$ cat config.mk
export PLATFORM = sky130hd
export DESIGN_NAME = flash_seq_host
export DESIGN_NICKNAME = d
export VERILOG_FILES = /design/src/design/flash_seq_pkg.sv /design/src/design/flash_bus_cycle.sv /design/src/design/flash_seq_host.sv
export VERILOG_INCLUDE_DIRS = /design/src /design/src/design
export SDC_FILE = /design/constraint.sdc
export NUM_CORES = 1
export LEC_CHECK = 0
export ABC_AREA = 1
export BUFFER_PORTS_ARGS = -buffer_cell sky130_fd_sc_hd__buf_2
export CAP_MARGIN = 20
export CORE_MARGIN = 2
export CORE_UTILIZATION = 54
export DETAILED_ROUTE_END_ITERATION = 8
export PLACE_DENSITY = 0.83
export SYNTH_ARGS = -nofsm -noshare
export SYNTH_HDL_FRONTEND = slang
export SYNTH_HIERARCHICAL = 1
export SYNTH_SLANG_ARGS = --single-unit
$ cat constraint.sdc
create_clock -name core_clk -period 2.79 [get_ports core_clk]
set_input_delay 0.4185 -clock core_clk [delete_from_list [all_inputs] [get_ports core_clk]]
set_output_delay 0.4185 -clock core_clk [all_outputs]
set_load 0.005 [all_outputs]
$ cat src/design/flash_seq_map.svh
/*
 * Constants for the flash command sequencer: register offsets, field
 * positions, reset values, command bytes and timing counts.
 * Assumes a 125 MHz core clock; included by bare name.
 */
`ifndef FLASH_SEQ_MAP_SVH
`define FLASH_SEQ_MAP_SVH

// ==========================================================
// register offsets (byte addresses)
`define REG_CTRL        8'h00
`define REG_ADDR        8'h04
`define REG_DATA        8'h08
`define REG_STATUS      8'h0c
`define REG_IRQ_STAT    8'h10
`define REG_IRQ_EN      8'h14
`define REG_IRQ_CLR     8'h18
`define REG_RDDATA      8'h1c

// ==========================================================
// field positions
`define CTRL_GO_BIT     3
`define CTRL_CMD_LSB    0
`define CTRL_CEWR_BIT   4
`define ST_BUSY_BIT     0
`define ST_TMO_BIT      1
`define IRQ_DONE_BIT    0
`define IRQ_TMO_BIT     1
`define IRQ_EN_RST      2'h0

// ==========================================================
// command bytes and unlock addresses
`define ADDR_555        19'h00555
`define ADDR_2AA        19'h002aa
`define DAT_AA          8'haa
`define DAT_55          8'h55
`define DAT_A0          8'ha0
`define DAT_80          8'h80
`define DAT_30          8'h30
`define DAT_10          8'h10
`define DAT_24          8'h24
`define DAT_F0          8'hf0

// ==========================================================
// timing
`define CLK_MHZ         125
`define PROG_MAX_US     300
`define SECT_MAX_S      8
`define CHIP_MAX_S      64
`define PROG_MAX_CYC    (`PROG_MAX_US * `CLK_MHZ)
`define SECT_MAX_CYC    (`SECT_MAX_S * 1000000 * `CLK_MHZ)
// 64-bit product: the chip limit overflows a 32-bit int
`define CHIP_MAX_CYC    (64'd1000000 * `CHIP_MAX_S * `CLK_MHZ)
// bus phase count: 35/45 ns pulse, 45 ns = 5.6 cycles rounded up to 6; a phase lasts 6 + 1 = 7 cycles
`define PHASE_CYC       4'd6
`define POLL_GAP_CYC    4'd12

`endif

$ cat src/design/flash_seq_pkg.sv
/*
 * Types for the flash command sequencer.
 * Assumes flash_seq_map.svh holds all numbers except the command codes.
 */
package flash_seq_pkg;
    typedef enum logic [2:0] {
        CMD_PROGRAM = 3'h0,
        CMD_SECTOR  = 3'h1,
        CMD_CHIP    = 3'h2,
        CMD_PROTECT = 3'h3,
        CMD_UNPROT  = 3'h4,
        CMD_RESET   = 3'h5
    } cmd_t;

    typedef struct packed {
        logic [18:0] addr;
        logic [7:0]  dout;
        logic        doutEn_n;
        logic        ce_n;
        logic        we_n;
        logic        oe_n;
    } flash_pins_t;

    typedef struct packed {
        logic [7:0]  addr;
        logic [31:0] wdata;
        logic        wr;
        logic        rd;
    } sw_req_t;
endpackage

$ cat src/design/flash_bus_cycle.sv
/*
 * One asynchronous flash bus cycle (write or read) on the pins.
 * Assumes the caller holds req steady until done pulses.
 */
`timescale 1ns/1ns
`default_nettype none
`include "flash_seq_map.svh"
module flash_bus_cycle
    import flash_seq_pkg::*;
(
    input  wire logic        core_clk,
    input  wire logic        resetn,
    input  wire logic        clkEn,
    input  wire logic        start,
    input  wire logic        isWrite,
    input  wire logic        ceStrobe,
    input  wire logic [18:0] addr,
    input  wire logic [7:0]  wdata,
    input  wire logic [7:0]  pinData,
    output logic             done,
    output logic [7:0]       rdata,
    output flash_pins_t      pins
);
    typedef struct packed {
        logic        busy;
        logic        ceMode;
        logic [1:0]  phase;
        logic [3:0]  cnt;
        logic        done;
        logic [7:0]  rdata;
        flash_pins_t pins;
    } st_t;
    st_t s_r, s_nxt;

    always_comb begin
        s_nxt = s_r;
        s_nxt.done = 1'b0;
        if (!s_r.busy) begin
            if (start) begin
                s_nxt.busy = 1'b1;
                s_nxt.phase = 2'd0;
                s_nxt.cnt = `PHASE_CYC;
                s_nxt.pins.addr = addr;
                s_nxt.pins.dout = wdata;
                s_nxt.pins.doutEn_n = !isWrite;
                s_nxt.ceMode = isWrite && ceStrobe;
                if (isWrite && ceStrobe) begin
                    s_nxt.pins.we_n = 1'b0;
                end else if (isWrite) begin
                    s_nxt.pins.ce_n = 1'b0;
                end
            end
        end else if (s_r.cnt != 4'd0) begin
            s_nxt.cnt = s_r.cnt - 4'd1;
        end else begin
            s_nxt.phase = s_r.phase + 2'd1;
            s_nxt.cnt = `PHASE_CYC;
            case (s_r.phase)
                2'd0: begin
                    // strobe low phase
                    if (s_r.pins.doutEn_n) begin
                        s_nxt.pins.ce_n = 1'b0;
                        s_nxt.pins.oe_n = 1'b0;
                    end else if (!s_r.pins.we_n) begin
                        s_nxt.pins.ce_n = 1'b0;
                    end else begin
                        s_nxt.pins.we_n = 1'b0;
                    end
                end
                2'd1: begin
                    // each read ends by raising ce and oe
                    s_nxt.rdata = pinData;
                    s_nxt.pins.oe_n = 1'b1;
                    // the held strobe rises one phase later
                    if (s_r.pins.doutEn_n || s_r.ceMode) begin
                        s_nxt.pins.ce_n = 1'b1;
                    end else begin
                        s_nxt.pins.we_n = 1'b1;
                    end
                end
                default: begin
                    s_nxt.pins.we_n = 1'b1;
                    s_nxt.pins.ce_n = 1'b1;
                    s_nxt.pins.doutEn_n = 1'b1;
                    s_nxt.busy = 1'b0;
                    s_nxt.done = 1'b1;
                end
            endcase
        end
    end

    always_ff @(posedge core_clk or negedge resetn) begin
        if (!resetn) begin
            s_r <= '{busy: 1'b0, ceMode: 1'b0, phase: 2'd0, cnt: 4'd0, done: 1'b0, rdata: 8'h00,
                     pins: '{addr: 19'h00000, dout: 8'h00, doutEn_n: 1'b1,
                             ce_n: 1'b1, we_n: 1'b1, oe_n: 1'b1}};
        end else if (clkEn) begin
            s_r <= s_nxt;
        end
    end

    assign done = s_r.done;
    assign rdata = s_r.rdata;
    assign pins = s_r.pins;
endmodule
`default_nettype wire

$ cat src/design/flash_seq_host.sv
/*
 * Host-side command sequencer for an asynchronous byte-wide flash.
 * Software writes address, data and a command; the block issues the
 * unlock cycles, then (except for a reset) polls the toggle bit until it settles or a
 * timeout expires. Assumes the flash pins are sampled asynchronously.
 */
// Added by the designer: the strobed register port and the address map.
`timescale 1ns/1ns
`default_nettype none
`include "flash_seq_map.svh"
module flash_seq_host
    import flash_seq_pkg::*;
#(
    parameter int unsigned PROG_TMO = `PROG_MAX_CYC,
    parameter longint unsigned SECT_TMO = `SECT_MAX_CYC,
    parameter longint unsigned CHIP_TMO = `CHIP_MAX_CYC
)(
    input  wire logic        core_clk,
    input  wire logic        resetn,
    input  wire logic        clkEn,
    input  wire logic [7:0]  regAddr,
    input  wire logic [31:0] regWdata,
    input  wire logic        regWr,
    input  wire logic        regRd,
    output logic [31:0]      regRdata,
    output logic             irq,
    input  wire logic [7:0]  flashDin,
    output logic [18:0]      flashAddr,
    output logic [7:0]       flashDout,
    output logic             flashDoutEn_n,
    output logic             flashCe_n,
    output logic             flashWe_n,
    output logic             flashOe_n
);
    // ==========================================================
    // state
    typedef enum logic [5:0] {
        S_IDLE  = 6'b000001,
        S_WRITE = 6'b000010,
        S_POLL  = 6'b000100,
        S_GAP   = 6'b001000,
        S_DONE  = 6'b010000,
        S_WAIT  = 6'b100000
    } state_t;

    typedef struct packed {
        state_t      state;
        logic [2:0]  step;
        logic [2:0]  nSteps;
        cmd_t        cmd;
        logic        ceWrite;
        logic [18:0] addr;
        logic [7:0]  data;
        logic        busy;
        logic        tmo;
        logic [1:0]  irqStat;
        logic [1:0]  irqEn;
        logic        irq;
        logic [39:0] timer;
        logic        havePrev;
        logic [7:0]  prevRead;
        logic [7:0]  lastRead;
        logic [3:0]  gap;
        logic        cycStart;
        logic [31:0] rdata;
        logic [7:0]  din1;
        logic [7:0]  din2;
    } st_t;
    st_t s_r, s_nxt;

    logic        cycDone;
    logic [7:0]  cycRdata;
    flash_pins_t pins;
    logic [18:0] stepAddr;
    logic [7:0]  stepData;
    logic [39:0] limit;
    logic        doneEv;
    logic        tmoEv;

    // ==========================================================
    // command table
    always_comb begin
        stepAddr = `ADDR_555;
        stepData = `DAT_AA;
        case (s_r.step)
            3'd0: begin
                stepAddr = `ADDR_555;
                stepData = `DAT_AA;
            end
            3'd1: begin
                stepAddr = `ADDR_2AA;
                stepData = `DAT_55;
            end
            3'd2: begin
                stepAddr = `ADDR_555;
                case (s_r.cmd)
                    CMD_PROGRAM: stepData = `DAT_A0;
                    CMD_PROTECT, CMD_UNPROT: stepData = `DAT_24;
                    CMD_RESET: stepData = `DAT_F0;
                    default: stepData = `DAT_80;
                endcase
                if (s_r.cmd == CMD_PROGRAM) begin
                    stepAddr = `ADDR_555;
                end
            end
            3'd3: begin
                stepAddr = `ADDR_555;
                stepData = `DAT_AA;
                if (s_r.cmd == CMD_PROGRAM) begin
                    stepAddr = s_r.addr;
                    stepData = s_r.data;
                end else if (s_r.cmd == CMD_PROTECT) begin
                    stepAddr = {s_r.addr[18:7], 1'b0, 1'b1, s_r.addr[4:2], 1'b1, 1'b0};
                    stepData = s_r.data;
                end else if (s_r.cmd == CMD_UNPROT) begin
                    stepAddr = {s_r.addr[18:7], 1'b1, 1'b1, s_r.addr[4:2], 1'b1, 1'b0};
                    stepData = s_r.data;
                end
            end
            3'd4: begin
                stepAddr = `ADDR_2AA;
                stepData = `DAT_55;
            end
            default: begin
                stepAddr = (s_r.cmd == CMD_SECTOR) ? s_r.addr : `ADDR_555;
                stepData = (s_r.cmd == CMD_SECTOR) ? `DAT_30 : `DAT_10;
            end
        endcase
    end

    // per-command timeout; erase limit covers pre-programming
    always_comb begin
        case (s_r.cmd)
            CMD_SECTOR: limit = SECT_TMO[39:0];
            CMD_CHIP: limit = CHIP_TMO[39:0];
            default: limit = 40'(PROG_TMO);
        endcase
    end

    // ==========================================================
    // sequencer and registers
    always_comb begin
        s_nxt = s_r;
        s_nxt.cycStart = 1'b0;
        s_nxt.din1 = flashDin;
        s_nxt.din2 = s_r.din1;
        doneEv = 1'b0;
        tmoEv = 1'b0;
        s_nxt.rdata = 32'h00000000;
        if (regRd) begin
            case (regAddr)
                `REG_CTRL: s_nxt.rdata = {27'h0, s_r.ceWrite, 1'b0, s_r.cmd};
                `REG_ADDR: s_nxt.rdata = {13'h0, s_r.addr};
                `REG_DATA: s_nxt.rdata = {24'h0, s_r.data};
                `REG_STATUS: s_nxt.rdata = {30'h0, s_r.tmo, s_r.busy};
                `REG_IRQ_STAT: s_nxt.rdata = {30'h0, s_r.irqStat};
                `REG_IRQ_EN: s_nxt.rdata = {30'h0, s_r.irqEn};
                `REG_RDDATA: s_nxt.rdata = {24'h0, s_r.lastRead};
                default: s_nxt.rdata = 32'h00000000;
            endcase
        end
        if (s_r.state != S_IDLE && s_r.state != S_WAIT) begin
            s_nxt.timer = s_r.timer + 40'd1;
        end
        case (s_r.state)
            S_IDLE: begin
                if (regWr && regAddr == `REG_CTRL && regWdata[`CTRL_GO_BIT]) begin
                    s_nxt.cmd = cmd_t'(regWdata[2:0]);
                    s_nxt.ceWrite = regWdata[`CTRL_CEWR_BIT];
                    s_nxt.step = 3'd0;
                    case (cmd_t'(regWdata[2:0]))
                        CMD_SECTOR, CMD_CHIP: s_nxt.nSteps = 3'd5;
                        CMD_RESET: s_nxt.nSteps = 3'd2;
                        default: s_nxt.nSteps = 3'd3;
                    endcase
                    s_nxt.busy = 1'b1;
                    s_nxt.tmo = 1'b0;
                    s_nxt.timer = 40'd0;
                    s_nxt.havePrev = 1'b0;
                    s_nxt.cycStart = 1'b1;
                    s_nxt.state = S_WRITE;
                end
            end
            S_WRITE: begin
                if (cycDone) begin
                    s_nxt.step = s_r.step + 3'd1;
                    s_nxt.cycStart = 1'b1;
                    if (s_r.step == s_r.nSteps) begin
                        s_nxt.state = (s_r.cmd == CMD_RESET) ? S_DONE : S_POLL;
                    end
                end
            end
            S_POLL: begin
                if (cycDone) begin
                    s_nxt.lastRead = cycRdata;
                    s_nxt.prevRead = cycRdata;
                    s_nxt.havePrev = 1'b1;
                    if (s_r.havePrev && cycRdata[6] == s_r.prevRead[6]) begin
                        s_nxt.state = S_DONE;
                    end else if (s_r.timer >= limit) begin
                        s_nxt.tmo = 1'b1;
                        s_nxt.state = S_DONE;
                    end else begin
                        s_nxt.gap = `POLL_GAP_CYC;
                        s_nxt.state = S_GAP;
                    end
                end
            end
            S_GAP: begin
                s_nxt.gap = s_r.gap - 4'd1;
                if (s_r.gap == 4'd0) begin
                    s_nxt.cycStart = 1'b1;
                    s_nxt.state = S_POLL;
                end
            end
            S_DONE: begin
                s_nxt.busy = 1'b0;
                doneEv = 1'b1;
                tmoEv = s_r.tmo;
                s_nxt.state = S_WAIT;
            end
            S_WAIT: s_nxt.state = S_IDLE;
            default: s_nxt.state = S_IDLE;
        endcase
        if (regWr) begin
            case (regAddr)
                `REG_ADDR: s_nxt.addr = regWdata[18:0];
                `REG_DATA: s_nxt.data = regWdata[7:0];
                `REG_IRQ_EN: s_nxt.irqEn = regWdata[1:0];
                `REG_IRQ_CLR: s_nxt.irqStat = s_r.irqStat & ~regWdata[1:0];
                default: s_nxt.irqEn = s_r.irqEn;
            endcase
        end
        // set beats clear
        if (doneEv) begin
            s_nxt.irqStat[`IRQ_DONE_BIT] = 1'b1;
        end
        if (tmoEv) begin
            s_nxt.irqStat[`IRQ_TMO_BIT] = 1'b1;
        end
        s_nxt.irq = |(s_nxt.irqStat & s_nxt.irqEn);
    end

    // polls read at the programmed or sector address
    flash_bus_cycle u_cycle (
        .core_clk (core_clk),
        .resetn   (resetn),
        .clkEn    (clkEn),
        .start    (s_r.cycStart),
        .isWrite  (s_r.state == S_WRITE),
        .ceStrobe (s_r.ceWrite),
        .addr     ((s_r.state == S_WRITE) ? stepAddr : s_r.addr),
        .wdata    (stepData),
        .pinData  (s_r.din2),
        .done     (cycDone),
        .rdata    (cycRdata),
        .pins     (pins)
    );

    always_ff @(posedge core_clk or negedge resetn) begin
        if (!resetn) begin
            s_r <= '0;
            s_r.state <= S_IDLE;
            s_r.cmd <= CMD_PROGRAM;
        end else if (clkEn) begin
            s_r <= s_nxt;
        end
    end

    assign regRdata = s_r.rdata;
    assign irq = s_r.irq;
    assign flashAddr = pins.addr;
    assign flashDout = pins.dout;
    assign flashDoutEn_n = pins.doutEn_n;
    assign flashCe_n = pins.ce_n;
    assign flashWe_n = pins.we_n;
    assign flashOe_n = pins.oe_n;

    // ==========================================================
    // checks
    property p_poll_after_write;
        @(posedge core_clk) disable iff (!resetn)
        (s_r.state == S_WRITE && cycDone && s_r.step == s_r.nSteps && s_r.cmd != CMD_RESET
         && clkEn) |=> s_r.state == S_POLL;
    endproperty
    a_poll_after_write: assert property (p_poll_after_write) else $error("no poll");

    property p_irq_level;
        @(posedge core_clk) disable iff (!resetn)
        (clkEn && !regWr && doneEv && s_r.irqEn[`IRQ_DONE_BIT]) |=> irq;
    endproperty
    a_irq_level: assert property (p_irq_level) else $error("irq mismatch");

    property p_strobes_excl;
        @(posedge core_clk) disable iff (!resetn)
        !(!flashWe_n && !flashOe_n);
    endproperty
    a_strobes_excl: assert property (p_strobes_excl) else $error("we and oe low");

    property p_oe_in_poll;
        @(posedge core_clk) disable iff (!resetn)
        !flashOe_n |-> s_r.state == S_POLL;
    endproperty
    a_oe_in_poll: assert property (p_oe_in_poll) else $error("read outside poll");

    property p_ce_write_we;
        @(posedge core_clk) disable iff (!resetn)
        (s_r.state == S_WRITE && s_r.ceWrite && !flashCe_n) |-> !flashWe_n;
    endproperty
    a_ce_write_we: assert property (p_ce_write_we) else $error("we high in ce write");

    property p_tmo_limit;
        @(posedge core_clk) disable iff (!resetn)
        $rose(s_r.tmo) |-> s_r.timer >= limit;
    endproperty
    a_tmo_limit: assert property (p_tmo_limit) else $error("early timeout");

    c_done: cover property (@(posedge core_clk) disable iff (!resetn) doneEv && !tmoEv);
    c_tmo: cover property (@(posedge core_clk) disable iff (!resetn) tmoEv);
    c_erase: cover property (@(posedge core_clk) disable iff (!resetn)
        s_r.state == S_POLL && s_r.cmd == CMD_SECTOR);
endmodule
`default_nettype wire

==> flow_summary.json, run 1 <==
{
  "crit_path_start": "s_r[147]$_DFFE_PN0P_",
  "synth_async_sr_flop_share_pct": 100,
  "placedCellCount": 1706,
  "power.share.sequential_pct": 45.5,
  "run_status": "finished clean",
  "p_int_uw": 4790,
  "gp_congestion": 0.979,
  "drtPass1Iterations": 5,
  "timing.critical_path.from_type": "register",
  "worstReg2RegEnd": "s_r[49]$_DFFE_PN0P_",
  "cp_slowest_stage_delay_ps": 450,
  "placement_rows": 51,
  "r2r.worst_path.cells": 17,
  "pin_count": 117,
  "drv_cap": 0,
  "fmax_mhz": 391,
  "netlist_top_cells_area": "sky130_fd_sc_hd__dfrtp_1 42%, sky130_fd_sc_hd__nand2_1 15%, sky130_fd_sc_hd__inv_1 5.3%, sky130_fd_sc_hd__buf_4 5.2%, sky130_fd_sc_hd__nor2_1 4.6%",
  "worst_clock_skew_ps": 12.7,
  "logic_gate_share_of_total_power_pct": 19.2,
  "crit_cells": 17,
  "fillCellCount": 1693,
  "number_of_cts_inserted_buffers": 17,
  "drc": 0,
  "switching_power_uw": 2320,
  "clockRootBuffer": "sky130_fd_sc_hd__clkbuf_16",
  "critical_path_buf_inv_count": 3,
  "cp_common_cell": "sky130_fd_sc_hd__nand2_1",
  "largest_net_degree_at_the_start_of_global_routing": 87,
  "detail_route.vias_per_cell": 5.52,
  "core_area_um2": 19600,
  "cp_max_fo": 7,
  "crit-reg2reg-launch": "s_r[147]$_DFFE_PN0P_",
  "worst-r2r-setup-slack_ps": 230,
  "power.leakage_uw": 0.00635,
  "grt_pass1_wl_um": 44400,
  "route.antenna.remaining_nets": 0,
  "worstPathRequired_ps": 3110,
  "synth.avg_cell_area_um2": 7.66,
  "flops_latches_synth": 187,
  "crit_path_end": "s_r[49]$_DFFE_PN0P_",
  "initial_core_util_pct": 55.4,
  "wl_per_cell_um": 15.4,
  "netlist_instances": 1417,
  "crit_path_cell_trace": "nor3_1, inv_1, nand2_1, inv_2, ha_1, nand2_1, inv_1, nand2_1, nand2_1, nand2_1, nand2_1, nand2_1, nand3_1, o21bai_4, nand2_1, nand2_1, nand2_1",
  "ir_drop_uv": 396,
  "synth_flop_cell": "sky130_fd_sc_hd__dfrtp_1",
  "tightest_slew_ps": 822,
  "post-route-min-period_ps": 2560,
  "timing.hold.ws_ps": 32.6,
  "critical_path.slowest_cell": "sky130_fd_sc_hd__dfrtp_1",
  "number_of_hold_repair_buffers_added_at_the_cts_stage": 0,
  "critical_path.endpoint_type": "register",
  "synth-edff-count": 0,
  "timing.final.crit_share_pct": 91.7,
  "area_of_the_multi_input_gates_um2": 4910,
  "hold_violations": 0,
  "dr_total_vias": 9596,
  "design.die.area_um2": 21300,
  "grt-ovfl-total": 0,
  "regArea_um2": 4690,
  "post_route_cells_drive_above_1_share_pct": 14.1,
  "post_layout_nonfiller_instances": 1738,
  "cts_max_path_buffers": 2,
  "timing_worst_setup_path_type": "reg2reg",
  "final-setup-viol-count": 0,
  "antenna_cells_inserted": 0,
  "pre_cts_slack_ps": 37.2,
  "area_delta_synth_final_pct": 8.62,
  "synth_sequential_area_ratio_pct": 43.2,
  "grt_antenna_before_repair": 0,
  "cts.htree.levels": 4,
  "nNetsFinal": 1549,
  "synth_most_common_cell": "sky130_fd_sc_hd__nand2_1",
  "maxSlewViolCount": 0,
  "netlist_area_um2": 10900,
  "number_of_port_buffers": 90,
  "synth.yosys.warnings": 6,
  "ys_types": 57,
  "numClockSinks": 187,
  "worst_path_dominant_cell_family": "simple AND/OR/NAND/NOR gates",
  "worst_slew_margin_rel_pct": 45.1,
  "dieWidth_um": 146,
  "totalWireLength_um": 26800,
  "global_route.usage.total_pct": 25.4,
  "cellPowerDensity_nw_per_um2": 603,
  "vias_in_the_first_global_route": 9105,
  "chip_height_um": 146,
  "unrepaired_setup_endpoints_after_global_routing": "false",
  "setup-tns-final_ps": 0,
  "layout_setup_ws_ps": 232,
  "detail_route.iter0.violations": 861,
  "postCtsSetupRepairBufs": 0,
  "post-dp-hpwl_um": 19500,
  "tritoncts": "built",
  "critical_path_arrival_ps": 2880,
  "clk-insertion-delay-late_ps": 430,
  "netSwitchingFraction_pct": 32.6,
  "synth_commonest_cells": "432 x sky130_fd_sc_hd__nand2_1, 182 x sky130_fd_sc_hd__dfrtp_1, 154 x sky130_fd_sc_hd__inv_1, 132 x sky130_fd_sc_hd__nor2_1, 75 x sky130_fd_sc_hd__buf_4",
  "clock_pin_slew_worst_setup_and_hold_paths_ps": 70,
  "synth_largest_type_area_fraction_pct": 41.9,
  "synthDominantAreaCellType": "sky130_fd_sc_hd__dfrtp_1",
  "timing.hold.worst.class": "in2async",
  "clkPwrFrac_pct": 35.2
}
-- layout by cell type (no fill, tap or decap), types with 5 or more instances in the layout --
cell type and instances:
sky130_fd_sc_hd__nand2_1 432, sky130_fd_sc_hd__dfrtp_1 182, sky130_fd_sc_hd__inv_1 152, sky130_fd_sc_hd__nor2_1 131, sky130_fd_sc_hd__buf_2 89, sky130_fd_sc_hd__nand3_1 73
sky130_fd_sc_hd__o21ai_0 73, sky130_fd_sc_hd__a21oi_1 56, sky130_fd_sc_hd__ha_1 36, sky130_fd_sc_hd__nor3_1 31, sky130_fd_sc_hd__buf_4 22, sky130_fd_sc_hd__nand4_1 18
sky130_fd_sc_hd__clkbuf_16 17, sky130_fd_sc_hd__conb_1 13, sky130_fd_sc_hd__o31ai_1 11, sky130_fd_sc_hd__inv_2 9, sky130_fd_sc_hd__nor2_2 8, sky130_fd_sc_hd__xnor2_1 7
sky130_fd_sc_hd__nand2_2 7, sky130_fd_sc_hd__mux2_2 6, sky130_fd_sc_hd__o211ai_1 5, sky130_fd_sc_hd__a211oi_1 5, sky130_fd_sc_hd__dfstp_2 5
-- metrics by stage --
| stage | total power [uW] | utilization [%] | area, um^2 |
|---|---|---|---|
| after detailed placement | 4610 | 57.0 | 11200 |
| after global placement | 4540 | 57.0 | 11200 |
| after CTS | 7120 | 60.1 | 11800 |
| final | 7110 | 60.2 | 11800 |
| after floorplan | 4310 | - | 10900 |
| after global routing | 7450 | 60.2 | 11800 |
-- worst min-delay path by stage --
stage / startpoint / to / depth (start not counted)
floorplan: resetn / irq$_DFFE_PN0P_ / 0
global placement: u_cycle/pins[2]$_DFFE_PN1P_ / u_cycle/pins[2]$_DFFE_PN1P_ / 2
detailed placement: u_cycle/pins[2]$_DFFE_PN1P_ / u_cycle/pins[2]$_DFFE_PN1P_ / 2
CTS: resetn / u_cycle/s_r[42]$_DFFE_PN0P_ / 1
global route: resetn / u_cycle/s_r[45]$_DFFE_PN0P_ / 1
finish: resetn / u_cycle/s_r[42]$_DFFE_PN0P_ / 1
-- kinds of logic after synthesis --
| kind of cell | after synthesis | synth area share [%] |
|---|---|---|
| AOI/OAI and AO/OA | 180 | 9.60 |
| xor gates and xnor gates | 11 | 0.887 |
| adders and majority gates | 36 | 4.15 |
| buffers and inverters | 264 | 12.2 |
| DFF | 187 | 43.2 |
| muxes | 6 | 0.622 |
| other | 1 | 0.0345 |
| and+or+nand+nor | 732 | 29.4 |
-- power groups by stage --
stage	sequential, uW	clock (uW)	combinational, uW
3_3_place_gp	3260	0	1270
2_1_floorplan	3190	0	1120
4_1_cts	3230	2530	1360
6_report	3240	2510	1370
5_1_grt	3270	2640	1530
3_5_place_dp	3280	0	1330
-- layout make-up --
cell class / count / area share (%)
clock buffer: 17 / 3.61
clock inverter: 15 / 1.54
inverter: 163 / 5.21
multi-input combinational: 978 / 41.6
sequential: 187 / 39.7
tap: 265 / 2.81
timing repair buffer: 113 / 5.46
-- sequential cells by signal, indices dropped and copies added (netlist names) --
signal / count
regRdata: 19
irq: 1
u_cycle/rdata: 8
s_r: 111
u_cycle/done: 1
u_cycle/s_r: 8
u_cycle/pins: 31
s_nxt: 8
-- what timing repair did --
item / CTS / global route
endpoints found under the setup margin: 1 / 6
resized for setup: 1 / 5
pin swaps: 0 / 2
endpoints found under the hold margin: 0 / 0
-- metal layers --
layer	vias up	global-route usage, %	routed length [um]
met5	-	0	0
met4	0	11.6	1070
met3	85	4.76	1800
met2	434	40.7	12500
met1	4513	33.8	11400
li1	4564	-	-
(Power assumes the default switching activity.)
==> inputs of run 2 (changes only) <==
--- a/config.mk
+++ b/config.mk
@@ -13,5 +13,5 @@
 export CORE_UTILIZATION = 54
 export DETAILED_ROUTE_END_ITERATION = 8
-export PLACE_DENSITY = 0.83
+export PLACE_DENSITY_LB_ADDON = 0.08
 export SYNTH_ARGS = -nofsm -noshare
 export SYNTH_HDL_FRONTEND = slang
==> constraint.sdc (replaced) <==
create_clock -name core_clk -period 2.79 [get_ports core_clk]
set_input_delay 0.4185 -clock core_clk [delete_from_list [all_inputs] [get_ports core_clk]]
set_output_delay 0.4185 -clock core_clk [all_outputs]
set_load 0.05 [all_outputs]
==> run 2 against run 1 <==
  * Total power is 1.1% higher
  * Sequential power about the same
  * Flip-flop and latch count unchanged
  * Largest power group unchanged
==> flow_summary.json, run 2 (same netlist as run 1, synthesis figures left out) <==
{
  "run_status": "finished clean",
  "maxSlewViolCount": 0,
  "fmax_mhz": 392,
  "vias_in_the_first_global_route": 8619,
  "layout_commonest_cell": "sky130_fd_sc_hd__nand2_1",
  "grt-ovfl-total": 0,
  "timing.hold.worst.class": "in2reg",
  "critical_path_arrival_ps": 2880,
  "area_of_the_multi_input_gates_um2": 4910,
  "hold_violations": 0,
  "core_util_final_pct": 60.3,
  "design.die.area_um2": 21300,
  "cts.htree.levels": 4,
  "worst_slew_margin_rel_pct": 41.4,
  "dieWidth_um": 146,
  "drtPass1Iterations": 5,
  "critical_path.endpoint_type": "register",
  "core_area_um2": 19600,
  "timing_worst_setup_path_type": "reg2reg",
  "placement_rows": 51,
  "regArea_um2": 4690,
  "final-setup-viol-count": 0,
  "worstPathRequired_ps": 3120,
  "power.leakage_uw": 0.00636,
  "pin_count": 117,
  "worst-r2r-setup-slack_ps": 240,
  "wl_per_cell_um": 15.0,
  "post-dp-hpwl_um": 19500,
  "number_of_port_buffers": 90,
  "most_flops_register": "s_r",
  "tritoncts": "built",
  "initial_core_util_pct": 55.4,
  "dr_total_vias": 9087,
  "largest_net_degree_at_the_start_of_global_routing": 58,
  "largest_register_ff_count": 111,
  "post-route-min-period_ps": 2550,
  "route.antenna.remaining_nets": 0,
  "area_delta_synth_final_pct": 8.82,
  "fillCellCount": 1869,
  "drc": 0,
  "clockRootBuffer": "sky130_fd_sc_hd__clkbuf_16",
  "worst_clock_skew_ps": 12.8,
  "layout.cells.most_common_list": "432 x sky130_fd_sc_hd__nand2_1, 182 x sky130_fd_sc_hd__dfrtp_1, 151 x sky130_fd_sc_hd__inv_1",
  "timing.final.crit_share_pct": 91.3,
  "grt_antenna_before_repair": 0,
  "timing.critical_path.from_type": "register",
  "numClockSinks": 187,
  "pre_cts_slack_ps": -98.8,
  "detail_route.iter0.violations": 635,
  "post_route_cells_drive_above_1_share_pct": 14.2,
  "cp_max_fo": 6,
  "cts_max_path_buffers": 2,
  "nNetsFinal": 1551,
  "clock_pin_slew_worst_setup_and_hold_paths_ps": 70,
  "gp_congestion": 0.938,
  "clk-insertion-delay-late_ps": 440,
  "tightest_slew_ps": 877,
  "drv_cap": 0,
  "global_route.usage.total_pct": 25.2,
  "unrepaired_setup_endpoints_after_global_routing": "false",
  "totalWireLength_um": 26200,
  "grt_pass1_wl_um": 43300,
  "chip_height_um": 146,
  "number_of_cts_inserted_buffers": 17,
  "cellPowerDensity_nw_per_um2": 608,
  "layout_setup_ws_ps": 242,
  "antenna_cells_inserted": 0,
  "detail_route.vias_per_cell": 5.22,
  "ir_drop_uv": 457
}
run 2: cell types whose count changed in the layout (fill, tap and decap cells not counted), sizes merged:
cell / change
clkinv: +5
bufinv: -1
dlygate4sd3: +1
clkinvlp: -1
buf: +1
inv: -3
run 2: where the power goes:
part	total [uW]	leakage, uW	switching (uW)	internal, uW
clock	2470	0.000293	1180	1280
sequential	3230	0.00237	240	2990
combinational	1500	0.00369	1050	444
run 2: stage by stage:
stage                     power [uW]  TNS [ps]  cells  hold slack [ps]  cell area (um^2)
after floorplan                 4470         0   1429              123             10900
after global placement          4730      -181   1707              412             11200
after global routing            7600         0   1740              172             11800
final                           7190         0   1740              177             11800
after CTS                       7260         0   1740              163             11800
after detailed placement        4760      -354   1707              416             11200
run 2: routing by layer:
metal / wire length, um / share of wire (%) / up-vias / track usage [%]
li1: - / - / 4573 / -
met1: 12300 / 47 / 4259 / 35.1
met2: 12100 / 46 / 224 / 40.5
met3: 1280 / 4.9 / 31 / 3.76
met4: 567 / 2.2 / 0 / 8.38
met5: 0 / 0 / - / 0
run 2: final timing paths:
check	start	end	cells after the start
max in group asynchronous	resetn	s_r[154]$_DFFE_PN1P_	3
max	s_r[145]$_DFFE_PN0P_	s_r[49]$_DFFE_PN0P_	15
min	flashDin[3]	s_nxt[3]$_DFFE_PN0P_	3
min in group asynchronous	resetn	s_r[140]$_DFFE_PN0P_	2
min reg2reg	u_cycle/pins[27]$_DFFE_PN0P_	u_cycle/pins[27]$_DFFE_PN0P_	2
max reg2reg	s_r[145]$_DFFE_PN0P_	s_r[49]$_DFFE_PN0P_	15
run 2: worst max-delay path, cell delays in order (launching register included):
cell	delay (ps)
sky130_fd_sc_hd__dfrtp_1	410
sky130_fd_sc_hd__inv_1	140
sky130_fd_sc_hd__nor3_2	60
sky130_fd_sc_hd__inv_2	130
sky130_fd_sc_hd__nand2_1	100
sky130_fd_sc_hd__buf_4	160
sky130_fd_sc_hd__ha_1	170
sky130_fd_sc_hd__or2_2	270
sky130_fd_sc_hd__a21oi_1	130
sky130_fd_sc_hd__nand2_1	110
sky130_fd_sc_hd__nand3_1	90
sky130_fd_sc_hd__nand3_1	120
sky130_fd_sc_hd__o21bai_4	230
sky130_fd_sc_hd__nand2_1	160
sky130_fd_sc_hd__nand2_1	90
sky130_fd_sc_hd__nand2_1	50
run 2: final cells by class:
type,instances,share of cell area [%]
Clock buffer,17,3.60
Clock inverter,15,1.55
Inverter,163,5.20
Multi-Input combinational cell,978,41.6
Sequential cell,187,39.7
Tap cell,265,2.81
Timing Repair Buffer,115,5.60
run 2: what timing repair did:
item | in CTS | in global routing
endpoints found under the hold margin | 52 | 0
hold buffers | 1 | 0
setup endpoints to repair | 4 | 6
gates resized for setup | 1 | 5
setup buffers | 0 | 0
